--- src/hw/ccd_map.vh ---
`ifndef CCD_MAP_VH
`define CCD_MAP_VH

// sizes
`define CCD_NUM_CTR       5
`define CCD_CMD_W         8
`define CCD_CNT_W         16

// command fields
`define CCD_OP_MSB        7
`define CCD_OP_LSB        5
`define CCD_SEL_MSB       4
`define CCD_SEL_LSB       0
`define CCD_IDX_MSB       2
`define CCD_IDX_LSB       0
`define CCD_STEP_PFX_MSB  7
`define CCD_STEP_PFX_LSB  3

// mask command opcodes
`define CCD_OP_ARM        3'h1
`define CCD_OP_LOAD       3'h2
`define CCD_OP_LDARM      3'h3
`define CCD_OP_DISSAVE    3'h4
`define CCD_OP_SAVE       3'h5
`define CCD_OP_DISARM     3'h6

// single counter step command
`define CCD_STEP_PFX      5'h1e
`define CCD_IDX_FIRST     3'h1
`define CCD_IDX_LAST      3'h5

// reset and count values
`define CCD_CMD_RST       8'h00
`define CCD_CNT_RST       16'h0000
`define CCD_CNT_ONE       16'h0001
`define CCD_CNT_MAX       16'hffff
`define CCD_MASK_RST      5'h00
`define CCD_SELHOLD_RST   5'h1f
`endif

--- src/hw/ccd_cmd_decode.v ---
`include "ccd_map.vh"

module ccd_cmd_decode (
   // command byte
   input  wire [7:0] i_cmd,
   input  wire       i_valid,
   // per counter action masks
   output reg  [4:0] o_arm_mask,
   output reg  [4:0] o_load_mask,
   output reg  [4:0] o_disarm_mask,
   output reg  [4:0] o_save_mask,
   output reg  [4:0] o_step_mask,
   output reg        o_ldarm
);
   wire [2:0] op;
   wire [4:0] sel;
   wire [2:0] idx;
   wire       is_step;

   assign op  = i_cmd[`CCD_OP_MSB:`CCD_OP_LSB];
   assign sel = i_cmd[`CCD_SEL_MSB:`CCD_SEL_LSB];
   assign idx = i_cmd[`CCD_IDX_MSB:`CCD_IDX_LSB];
   assign is_step = (i_cmd[`CCD_STEP_PFX_MSB:`CCD_STEP_PFX_LSB]
                     == `CCD_STEP_PFX);

   always @* begin
      o_arm_mask    = `CCD_MASK_RST;
      o_load_mask   = `CCD_MASK_RST;
      o_disarm_mask = `CCD_MASK_RST;
      o_save_mask   = `CCD_MASK_RST;
      o_step_mask   = `CCD_MASK_RST;
      o_ldarm       = 1'b0;
      if (i_valid) begin
         case (op)
            `CCD_OP_ARM:     o_arm_mask = sel;
            `CCD_OP_LOAD:    o_load_mask = sel;
            `CCD_OP_LDARM: begin
               o_load_mask = sel;
               o_arm_mask  = sel;
               o_ldarm     = 1'b1;
            end
            `CCD_OP_DISSAVE: begin
               o_disarm_mask = sel;
               o_save_mask   = sel;
            end
            `CCD_OP_SAVE:    o_save_mask = sel;
            `CCD_OP_DISARM:  o_disarm_mask = sel;
            default: begin
               // other codes in this group stay ignored
               if (is_step && idx >= `CCD_IDX_FIRST &&
                   idx <= `CCD_IDX_LAST)
                  o_step_mask = 5'h01 << (idx - `CCD_IDX_FIRST);
            end
         endcase
      end
   end
endmodule

--- src/hw/ccd_counter_command.v ---
`include "ccd_map.vh"

module ccd_counter_command (
   // clock, reset, enable
   input  wire        i_clk,
   input  wire        i_sys_rst,
   input  wire        i_ce,
   // control port
   input  wire        i_cmd_wr,
   input  wire [7:0]  i_cmd_data,
   // per counter configuration
   input  wire [4:0]  i_count_direction_bit,
   input  wire [4:0]  i_reload_source_bit,
   input  wire [4:0]  i_gate_reload_mode,
   input  wire [4:0]  i_once_mode,
   // per counter live inputs
   input  wire [4:0]  i_src_edge,
   input  wire [4:0]  i_gate,
   input  wire [79:0] i_load_val,
   // command register view
   output wire [7:0]  o_command_entry,
   output wire        o_cmd_pending,
   // per counter state
   output wire [79:0] o_count_val,
   output wire [79:0] o_hold_val,
   output wire [4:0]  o_armed,
   output wire [4:0]  o_terminal_count,
   output wire [4:0]  o_disarm_pending,
   output wire [4:0]  o_reload_sel_hold
);
   // command register and its execute flag
   reg  [7:0]  command_entry_reg;
   reg         exec_reg;

   // counter state
   reg  [15:0] cnt_reg [0:4];
   reg  [15:0] hold_reg [0:4];
   reg  [4:0]  armed_reg;
   reg  [4:0]  tc_reg;
   reg  [4:0]  pend_reg;
   reg  [4:0]  sel_hold_reg;

   reg  [15:0] cnt_next [0:4];
   reg  [15:0] hold_next [0:4];
   reg  [4:0]  armed_next;
   reg  [4:0]  tc_next;
   reg  [4:0]  pend_next;
   reg  [4:0]  sel_hold_next;

   // decoded action masks
   wire [4:0]  arm_mask;
   wire [4:0]  load_mask;
   wire [4:0]  disarm_mask;
   wire [4:0]  save_mask;
   wire [4:0]  step_mask;
   wire        ldarm;

   // per counter scratch
   reg  [15:0] ld_v;
   reg  [15:0] hd_v;
   reg         alt;
   reg         cnt_ev;
   reg         cmd_hit;
   reg  [15:0] tc_src;
   reg  [15:0] ld_src;
   integer     i;
   // own index for the clocked loops so no variable has two drivers
   integer     j;

   // one count in the configured direction
   function [15:0] f_step;
      input [15:0] val;
      input        up;
      begin
         if (up)
            f_step = val + `CCD_CNT_ONE;
         else
            f_step = val - `CCD_CNT_ONE;
      end
   endfunction

   // counter is one count short of terminal count
   function f_at_pre;
      input [15:0] val;
      input        up;
      begin
         if (up)
            f_at_pre = (val == `CCD_CNT_MAX);
         else
            f_at_pre = (val == `CCD_CNT_ONE);
      end
   endfunction

   function [15:0] f_pick;
      input [15:0] ld;
      input [15:0] hd;
      input        use_hold;
      begin
         if (use_hold)
            f_pick = hd;
         else
            f_pick = ld;
      end
   endfunction

   ccd_cmd_decode u_decode (
      .i_cmd         (command_entry_reg),
      .i_valid       (exec_reg),
      .o_arm_mask    (arm_mask),
      .o_load_mask   (load_mask),
      .o_disarm_mask (disarm_mask),
      .o_save_mask   (save_mask),
      .o_step_mask   (step_mask),
      .o_ldarm       (ldarm)
   );

   // command capture: decoded and applied the cycle after the write
   always @(posedge i_clk) begin
      if (i_sys_rst) begin
         command_entry_reg <= `CCD_CMD_RST;
         exec_reg          <= 1'b0;
      end else if (i_ce) begin
         exec_reg <= i_cmd_wr;
         if (i_cmd_wr)
            command_entry_reg <= i_cmd_data;
      end
   end

   // next state for every counter; one pass so all selected
   // counters change on the same edge
   always @* begin
      ld_v    = `CCD_CNT_RST;
      hd_v    = `CCD_CNT_RST;
      alt     = 1'b0;
      cnt_ev  = 1'b0;
      cmd_hit = 1'b0;
      tc_src  = `CCD_CNT_RST;
      ld_src  = `CCD_CNT_RST;
      armed_next    = armed_reg;
      tc_next       = tc_reg;
      pend_next     = pend_reg;
      sel_hold_next = sel_hold_reg;
      for (i = 0; i < `CCD_NUM_CTR; i = i + 1) begin
         cnt_next[i]  = cnt_reg[i];
         hold_next[i] = hold_reg[i];
         ld_v = i_load_val[i*16 +: 16];
         hd_v = hold_reg[i];
         alt  = i_reload_source_bit[i] & ~i_gate_reload_mode[i];
         cmd_hit = arm_mask[i] | load_mask[i] | disarm_mask[i] |
                   save_mask[i] | step_mask[i];
         // reload value a terminal count would use
         if (i_gate_reload_mode[i])
            tc_src = f_pick(ld_v, hd_v, i_gate[i]);
         else if (!i_reload_source_bit[i])
            tc_src = ld_v;
         else
            tc_src = f_pick(ld_v, hd_v, sel_hold_reg[i]);
         // value a plain load copies in
         if (i_gate_reload_mode[i])
            ld_src = tc_src;
         else if (i_reload_source_bit[i] && armed_reg[i])
            ld_src = tc_src;
         else
            ld_src = ld_v;
         // a coincident source edge yields to a command on this
         // counter; async load-and-arm is a host hazard anyway
         cnt_ev = (i_src_edge[i] & armed_reg[i] & ~cmd_hit) |
                  step_mask[i];
         if (cnt_ev) begin
            if (tc_reg[i]) begin
               tc_next[i]  = 1'b0;
               cnt_next[i] = f_step(cnt_reg[i],
                                    i_count_direction_bit[i]);
               if (pend_reg[i]) begin
                  armed_next[i] = 1'b0;
                  pend_next[i]  = 1'b0;
               end
            end else if (f_at_pre(cnt_reg[i],
                                  i_count_direction_bit[i])) begin
               cnt_next[i] = tc_src;
               tc_next[i]  = 1'b1;
               if (alt)
                  sel_hold_next[i] = ~sel_hold_reg[i];
               if (i_once_mode[i])
                  armed_next[i] = 1'b0;
            end else begin
               cnt_next[i] = f_step(cnt_reg[i],
                                    i_count_direction_bit[i]);
            end
         end
         if (load_mask[i]) begin
            if (tc_reg[i]) begin
               // ends terminal count, selector left alone
               tc_next[i]  = 1'b0;
               cnt_next[i] = ld_src;
               if (pend_reg[i]) begin
                  armed_next[i] = 1'b0;
                  pend_next[i]  = 1'b0;
               end
            end else if (f_at_pre(cnt_reg[i],
                                  i_count_direction_bit[i])) begin
               cnt_next[i] = tc_src;
               tc_next[i]  = 1'b1;
               if (alt)
                  sel_hold_next[i] = ~sel_hold_reg[i];
               if (i_once_mode[i])
                  armed_next[i] = 1'b0;
            end else begin
               cnt_next[i] = ld_src;
            end
         end
         // arm part comes after the load part
         if (arm_mask[i]) begin
            armed_next[i] = 1'b1;
            if (alt)
               sel_hold_next[i] = 1'b1;
            if (ldarm)
               pend_next[i] = 1'b0;
         end
         if (disarm_mask[i]) begin
            if (tc_reg[i])
               pend_next[i] = 1'b1;
            else
               armed_next[i] = 1'b0;
         end
         if (save_mask[i])
            hold_next[i] = cnt_reg[i];
      end
   end

   // state registers; clock enable freezes everything
   always @(posedge i_clk) begin
      if (i_sys_rst) begin
         armed_reg    <= `CCD_MASK_RST;
         tc_reg       <= `CCD_MASK_RST;
         pend_reg     <= `CCD_MASK_RST;
         sel_hold_reg <= `CCD_SELHOLD_RST;
         for (j = 0; j < `CCD_NUM_CTR; j = j + 1) begin
            cnt_reg[j]  <= `CCD_CNT_RST;
            hold_reg[j] <= `CCD_CNT_RST;
         end
      end else if (i_ce) begin
         armed_reg    <= armed_next;
         tc_reg       <= tc_next;
         pend_reg     <= pend_next;
         sel_hold_reg <= sel_hold_next;
         for (j = 0; j < `CCD_NUM_CTR; j = j + 1) begin
            cnt_reg[j]  <= cnt_next[j];
            hold_reg[j] <= hold_next[j];
         end
      end
   end

   // flatten arrays onto ports
   genvar g;
   generate
      for (g = 0; g < `CCD_NUM_CTR; g = g + 1) begin : g_out
         assign o_count_val[g*16 +: 16] = cnt_reg[g];
         assign o_hold_val[g*16 +: 16]  = hold_reg[g];
      end
   endgenerate

   assign o_command_entry   = command_entry_reg;
   assign o_cmd_pending     = exec_reg;
   assign o_armed           = armed_reg;
   assign o_terminal_count  = tc_reg;
   assign o_disarm_pending  = pend_reg;
   assign o_reload_sel_hold = sel_hold_reg;
endmodule

--- config.mk ---
export PLATFORM = sky130hd
export DESIGN_NAME = ccd_counter_command
export DESIGN_NICKNAME = d
export VERILOG_FILES = /design/src/hw/ccd_cmd_decode.v /design/src/hw/ccd_counter_command.v
export VERILOG_INCLUDE_DIRS = /design/src /design/src/hw
export SDC_FILE = /design/constraint.sdc
export NUM_CORES = 1
export LEC_CHECK = 0
export ABC_AREA = 1
export BUFFER_PORTS_ARGS = -buffer_cell sky130_fd_sc_hd__buf_4
export CORE_MARGIN = 2
export CORE_UTILIZATION = 55
export CTS_CLUSTER_DIAMETER = 40
export DETAILED_ROUTE_END_ITERATION = 6
export GPL_ROUTABILITY_DRIVEN = 0
export GPL_TIMING_DRIVEN = 0
export PLACE_DENSITY = 0.79
export SETUP_SLACK_MARGIN = 0.2
export SLEW_MARGIN = 20
export SYNTH_ARGS = -nofsm -noshare
export SYNTH_HDL_FRONTEND = slang
export SYNTH_SLANG_ARGS = --single-unit
--- constraint.sdc ---
create_clock -name i_clk -period 3.8 [get_ports i_clk]
set_input_delay 0.38 -clock i_clk [delete_from_list [all_inputs] [get_ports i_clk]]
set_output_delay 0.38 -clock i_clk [all_outputs]
set_load 0.02 [all_outputs]
## Yosys cells after proc, flatten, opt, wreduce, memory -nomap -nowiden

Memories as Yosys holds them, arrays and structs flattened.
Cells that the tools add are included.

- Bits in writable memories: 160
- Memories: 2
- Output and inout bits: 189
- Flip-flop bits (word level): 29
- Logic and storage cells: 425

Memories:

| memory | words | width | rd ports | clocked after memory_dff | wr ports | RTL line | text |
|---|---|---|---|---|---|---|---|
| cnt_reg | 5 | 16 | 5 | 0 | 5 | ccd_counter_command.v:36 | `reg [15:0] cnt_reg [0:4];` |
| hold_reg | 5 | 16 | 5 | 0 | 5 | ccd_counter_command.v:37 | `reg [15:0] hold_reg [0:4];` |

- Muxes and demuxes: 308
- Bitwise operators: 65
- Reduce and logical (&&, ||, !) cells: 13
- Equality and inequality tests: 17
- Magnitude comparators: 2
- Add/sub/neg operators: 11
- Shift operators: 1

Operators with widths:

| kind | count |
|---|---|
| $mux 16 | 80 |
| $mux 1 | 217 |
| $add 16x1->16 const B | 5 |
| $eq 16x1->1 const B | 5 |
| $eq 16x16->1 const B | 5 |
| $sub 16x1->16 const B | 5 |
| $mux 5 | 11 |
| $or 1x1->1 | 35 |
| $and 1x1->1 | 15 |
| $not 1->1 | 15 |
| $eq 3x3->1 const B | 3 |
| $reduce_or 2->1 | 4 |
| $logic_and 1x1->1 | 7 |
| $eq 3x2->1 const B | 2 |
| $reduce_or 6->1 | 1 |
| $eq 5x5->1 const B | 1 |
| $shl 1x3->5 const A | 1 |
| $eq 3x1->1 const B | 1 |
| $ge 3x1->1 const B | 1 |
| $le 3x3->1 const B | 1 |
| $sub 3x1->3 const B | 1 |
| $reduce_and 2->1 | 1 |

## Logic depth before layout (Yosys ltp)

Gate-level depths: netlist of the first run.

- Depth after elaboration: 22
- Depth in mapped cells: 15
- Mapped depth without buffers: 14

## Hierarchy

From an unflattened synthesis of the first run, not the netlist that was laid out.

- Cell total of the unflattened synthesis: 2381
- Area total of the unflattened synthesis: 15755.1 um2

Modules (own cells, without submodules):

| module | cells an instance | times used | seq. area each (um2) | area each (um2) |
|---|---|---|---|---|
| ccd_counter_command | 2319 | 1 | 5385.2 | 15488.6 |
| ccd_cmd_decode | 62 | 1 | 0.0 | 266.5 |

## Worst setup path before layout of the first run

Ideal clock, no wire load.

- Kind: reg-to-reg
- From: reg, netlist name o_command_entry[7]
- To: mem cnt_reg[2][0], in the netlist cnt_reg[0][32], enable pin
- Stages on the path, launching flop included: 9
- Buffers on the path: 0
- Library setup time: 411 ps
- Required time: 3389 ps
- Period minus slack after synthesis: 2799 ps
- Setup slack: 1001 ps
- Arrival time: 2388 ps
- Path through: dfxtp_1 > inv_2 > nand2_1 > inv_1 > nand2_1 > nand3_1 > nand3_1 > inv_1 > o21ai_0

RTL lines:

| item | RTL line |
|---|---|
| end, declared | ccd_counter_command.v:36 |

==> impl_metrics.yaml, run 1 <==
run_status:
  status: "finished, violations left"
  violations: "DRC"
pwr:
  power_density_mw_per_mm2: 304
  peakVddDrop_mv: 0.234
  power.leakage_uw: 0.00882
global_route:
  overflow: 0
  grt_usage: 0.379
  grt_first_pass_wirelength_mm: 91.4
  grt_pass1_vias: 17000
  antenna_found_initial: 5
  grt_max_degree: 20
timing:
  maxClockFrequency_ghz: 0.389
  tightest_slew_ns: 0.975
  relSlewSlack: 0.350
  rsz0062_at_grt: "no"
  hold_violations: 0
  tns_ns: 0
  setup_viol: 0
  hold_slack_ns: 0.148
  slew_viol_final: 0
  period_share: 0.676
  period_minus_slack_ns: 2.57
  fin_skew_ns: 0.0108
cells_and_area:
  flow.area_growth_from_synthesis_pct: 21.6
  final_layout_size_suffix_gt1_frac: 0.159
  nets: 2883
  fillers: 2608
  fin_cells: 3148
  fin_area_sq_mm: 0.0194
worst_setup_path:
  reg2reg_depth: 12
  critPathTopFamily: "simple AND/OR/NAND/NOR gates"
  crit_type: "flip-flop to flip-flop"
  cp.arrival_ns: 2.76
  crit_path_start_kind: "flip-flop"
  crit_start: "cnt_reg[0][20]"
  critPathRequiredTime_ns: 3.99
  critPathBufInv: 2
  cp_max_fo: 7
  r2r-start: "cnt_reg[0][20]"
  end_kind: "flip-flop"
  crit_slowest_cell: "edfxtp_1"
  cp_cell_sequence: "nor2_1 > nand2_1 > nor2_1 > nand3_1 > nand2_1 > nand3_2 > nand2_2 > inv_1 > nand2_1 > nand2_1 > o21ai_0 > inv_1"
  cpPeakStageDelay_ns: 0.58
  cp.depth: 12
  path_common_cell: "nand2_1"
min_path:
  min_path_cells: 3
  hold_start: "i_sys_rst"
  holdCritPathClass: "input port to flip-flop"
drt:
  drtIter0Drc: 2291
  drt_first_pass_iters: 7
  wirelength_mm: 58.9
  vias: 18800
  route.detailed.drc: 9
  routed_via_density: 5.97
  wire_per_inst_um: 18.7
  final_antenna_net_count: 0
synthesis:
  synthDistinctLibCells: 51
  syn_area_sq_mm: 0.0160
  synthCells: 2419
  synth_edf_count: 160
  yosys_warnings: 0
  syn_nets: 2556
  synthFlopType: "edfxtp_1"
  syn_area_per_cell_sq_um: 6.59
  ys_seq_elements: 189
  synth-seq-area-share: 0.338
  ys_async_sr_fraction: 0
placement:
  io_buffers: 304
  place_area_sq_mm: 0.0188
  dp_cells: 3111
  dpl.hpwl_mm: 45.8
cts:
  htree_levels: 4
  cts_tree: "yes"
  insertion_delay_ns: 0.46
  clkTransAtPathRegs_ns: 0.08
  cts.sinks: 189
  cts_setup_buffers: 0
  cts_root_buf: "clkbuf_16"
  postCtsResizedCells: 0
  cts_buffer_depth: 2
  cts_inserted_buffers: 17
  cts_hold_buf: 0
flow_run:
  timing.max_cap.violations: 0
floorplanning:
  io_pins: 311
  core_area_sq_mm: 0.0286
  dieArea_sq_mm: 0.0304
  start_util: 0.557
  die_y_um: 174
  num_rows: 62
  die_w_um: 174
[cell usage in the layout, fill, tap and decap left out, types with 36 or more instances in the layout]
cell type and instances:
edfxtp_1 160, a21oi_1 194, buf_4 312, nand2_1 587
nor3_1 36, nor2_1 277, nand3_1 156, inv_1 297
xor2_1 54, clkbuf_1 60, o211ai_1 103, o21ai_0 221
[cell usage after synthesis (2+ instances only)]
library cell | count | area [sq um]
a41oi_1 | 3 | 26.3
buf_4 | 8 | 60.1
dfxtp_1 | 29 | 581
o21ai_0 | 224 | 1120
clkbuf_1 | 59 | 221
a21oi_1 | 194 | 971
o211ai_1 | 103 | 773
o21ai_1 | 25 | 125
a211oi_1 | 4 | 30.0
o221ai_1 | 4 | 35.0
a21oi_2 | 3 | 26.3
o221a_2 | 3 | 33.8
edfxtp_1 | 160 | 4800
or2_2 | 3 | 18.8
nand3_2 | 3 | 30.0
nand3b_1 | 3 | 22.5
inv_1 | 297 | 1110
o31ai_1 | 6 | 45.0
nor3_1 | 36 | 180
nand2_4 | 3 | 33.8
nand4_1 | 32 | 200
nor2_1 | 277 | 1040
buf_2 | 28 | 140
o2111ai_1 | 15 | 131
nor2_4 | 3 | 33.8
xnor2_1 | 5 | 43.8
nand2_1 | 587 | 2200
ha_1 | 15 | 188
nor3_2 | 4 | 40.0
nor2_2 | 11 | 68.8
o21ai_2 | 2 | 17.5
nand3_1 | 156 | 781
xor2_1 | 54 | 473
a31oi_1 | 11 | 68.8
buf_1 | 8 | 30.0
inv_2 | 14 | 52.6
nand2_2 | 6 | 37.5
clkinv_1 | 8 | 30.0
[per-stage QoR]
stage	power (uW)	setup WS, ns	util
floorplan	3420	1.00	-
global placement	3980	0.199	0.654
detailed placement	4020	0.851	0.657
CTS	5850	1.29	0.677
global route	6110	1.08	0.677
finish	5890	1.23	0.678
[path summary, 6_finish.rpt]
| kind | to | slack, ns |
|---|---|---|
| max | cnt_reg[0][26] | 1.23 |
| min | o_reload_sel_hold[0] | 0.15 |
| max reg2reg | cnt_reg[0][26] | 1.23 |
| min reg2reg | o_command_entry[3] | 0.53 |
[cells by family after synthesis]
| family | share of synthesized area |
|---|---|
| buffers and inverters | 0.104 |
| XOR/XNOR | 0.0324 |
| adder cells (fa/ha/maj) | 0.0118 |
| flip-flops | 0.338 |
| AO/OA/AOI/OAI | 0.218 |
| AND/OR/NAND/NOR | 0.297 |
[power breakdown]
part | switching [uW] | internal [uW]
sequential | 163 | 2380
combinational | 962 | 523
clock | 913 | 954
total | 2040 | 3860
[worst min-delay path, stage by stage]
cell,delay (ns)
buf_4,0.11
a21oi_1,0.04
nand2_1,0.05
[per-layer routing]
layer  global-route usage  vias to the layer above  part of all wire
met4                0.186                        0             0.050
met5                    0                        -                 0
li1                     -                     8814                 -
met1                0.495                     8403              0.38
met3               0.0822                      229              0.12
met2                0.596                     1348              0.45
[area by class of cell]
cell class / count / area, sq um / share of cell area
buffer: 103 / 452 / 0.0233
inverter: 320 / 1200 / 0.0621
antenna: 5 / 12.5 / 0.000645
sequential: 189 / 5390 / 0.278
tap: 384 / 480 / 0.0248
timing repair buffer: 308 / 2340 / 0.121
clock buffer: 19 / 443 / 0.0228
multi-input combinational: 1807 / 8940 / 0.461
clock inverter: 13 / 146 / 0.00755
Power figures use the tool's default switching activity.
==> inputs of run 2 (changes only) <==
==> constraint.sdc (replaced) <==
create_clock -name i_clk -period 2.6 [get_ports i_clk]
set_input_delay 0.26 -clock i_clk [delete_from_list [all_inputs] [get_ports i_clk]]
set_output_delay 0.26 -clock i_clk [all_outputs]
set_load 0.02 [all_outputs]
==> impl_metrics.yaml, run 2 (same netlist as run 1, synthesis figures left out) <==
worst_setup_path:
  critPathTopFamily: "simple AND/OR/NAND/NOR gates"
  end_kind: "flip-flop"
  r2r_slack_ns: 0.23
  crit_type: "flip-flop to flip-flop"
  crit_start: "cnt_reg[0][1]"
  r2r-start: "cnt_reg[0][1]"
  cp_max_fo: 7
  critPathBufInv: 1
  crit_path_start_kind: "flip-flop"
  cp.arrival_ns: 2.53
  cpPeakStageDelay_ns: 0.46
  crit_slowest_cell: "edfxtp_1"
  cp_cell_sequence: "inv_1 > ha_1 > nand3_1 > nor2_1 > nand4_1 > nand2_1 > nand2_2 > nand2_1 > o21ai_0 > a21oi_1 > nor2_1"
  critPathRequiredTime_ns: 2.76
placement:
  place_area_sq_mm: 0.0188
  dp_cells: 3110
  io_buffers: 304
  dpl.hpwl_mm: 45.4
timing:
  period_minus_slack_ns: 2.37
  tns_ns: 0
  hold_violations: 0
  rsz0062_at_grt: "yes"
  maxClockFrequency_ghz: 0.421
  tightest_slew_ns: 1.09
  slew_viol_final: 0
  setup_viol: 0
  relSlewSlack: 0.272
  fin_skew_ns: 0.00984
  period_share: 0.913
floorplanning:
  start_util: 0.557
  die_y_um: 174
  die_w_um: 174
  io_pins: 311
  dieArea_sq_mm: 0.0304
  core_area_sq_mm: 0.0286
  num_rows: 62
pwr:
  p_sw_frac: 0.351
  pwr-share-comb: 0.261
  power.leakage_uw: 0.00900
  pwr-share-seq: 0.432
  power_density_mw_per_mm2: 435
  power_switching_uw: 3010
  p_clk_frac: 0.307
  peakVddDrop_mv: 0.389
  internal_power_uw: 5560
cts:
  cts_buffer_depth: 2
  cts.sinks: 189
  cts_root_buf: "clkbuf_16"
  insertion_delay_ns: 0.45
  cts_tree: "yes"
  cts_inserted_buffers: 17
  htree_levels: 4
  clkTransAtPathRegs_ns: 0.08
cells_and_area:
  nets: 2914
  mostFrequentLayoutCell: "nand2_1"
  layout_common_cells: "nand2_1 (582), buf_4 (343), inv_1 (295)"
  fin_cells: 3176
  final_layout_size_suffix_gt1_frac: 0.175
  fin_area_sq_mm: 0.0197
  flow.area_growth_from_synthesis_pct: 23.7
global_route:
  grt_max_degree: 20
  overflow: 0
  grt_first_pass_wirelength_mm: 91.0
  grt_pass1_vias: 17300
  top_usage_layer: "met2"
  use_met1: 0.498
  grt_usage: 0.375
  grtUsageMet3: 0.0632
  antenna_found_initial: 3
  met2_usage: 0.592
min_path:
  holdCritPathClass: "input port to flip-flop"
  hold_start: "i_sys_rst"
drt:
  route.detailed.drc: 1
  drtIter0Drc: 2585
  wirelength_mm: 59.3
  drt_first_pass_iters: 7
  final_antenna_net_count: 0
  vias: 19200
  wire_per_inst_um: 18.7
  routed_via_density: 6.04
run_status:
  status: "finished, violations left"
  violations: "DRC"
flow_run:
  timing.max_cap.violations: 0
[run 2: cell types whose count changed in the layout (fill, tap and decap cells not counted), sizes merged]
cell      before  now
clkinv        11   14
bufinv         1    0
buf          352  382
clkbuf        78   77
clkinvlp       1    0
diode          5    2
inv          320  321
[run 2: area by class of cell]
class                   instances  area (sq um)
multi-input cells            1807          9050
fillers                      2550          8900
flip-flops and latches        189          5390
repair buffers                339          2570
inverters                     320          1210
well taps                     384           480
plain buffers                 103           457
clock buffers                  17           425
clock inverters                15           149
diodes                          2          5.00
[run 2: worst paths after layout]
| check | end | cells past startpoint |
|---|---|---|
| min reg2reg | o_command_entry[4] | 2 |
| max reg2reg | cnt_reg[0][7] | 11 |
| max | cnt_reg[0][7] | 11 |
| min | o_reload_sel_hold[0] | 3 |
[run 2: power by group through the flow]
stage / clock network [uW] / registers (uW) / logic, uW
floorplan: 0 / 3890 / 1110
CTS: 2620 / 3700 / 2120
global route: 2730 / 3720 / 2430
finish: 2630 / 3700 / 2240
global placement: 0 / 3760 / 2050
detailed placement: 0 / 3760 / 2110
[run 2: through the flow]
step | utilization | hold slack, ns | setup WS (ns) | total power [uW]
2_1_floorplan | - | 0.356 | 0.235 | 5000
4_1_cts | 0.677 | 0.0445 | 0.211 | 8430
3_3_place_gp | 0.654 | 0.501 | -0.307 | 5810
6_report | 0.689 | 0.0603 | 0.225 | 8570
3_5_place_dp | 0.656 | 0.509 | -0.266 | 5870
5_1_grt | 0.689 | 0.0540 | 0.154 | 8870
[run 2: per-layer routing]
| metal | part of all wire | vias to the layer above |
|---|---|---|
| li1 | - | 8861 |
| met1 | 0.38 | 8717 |
| met2 | 0.45 | 1366 |
| met3 | 0.11 | 242 |
| met4 | 0.055 | 0 |
| met5 | 0 | - |
[run 2: what timing repair did]
item / CTS / global route
setup buffers: 2 / 30
resized for setup: 3 / 32
endpoints found under the hold margin: 0 / 0
hold buffers: 0 / 0
pin swaps: 1 / 2
endpoints found under the setup margin: 38 / 120
[run 2: worst reg2reg max path: stages (launching register included)]
cell and delay, ns:
edfxtp_1 0.46, inv_1 0.13, ha_1 0.21, nand3_1 0.09
nor2_1 0.12, nand4_1 0.14, nand2_1 0.11, nand2_2 0.13
nand2_1 0.23, o21ai_0 0.19, a21oi_1 0.21, nor2_1 0.07
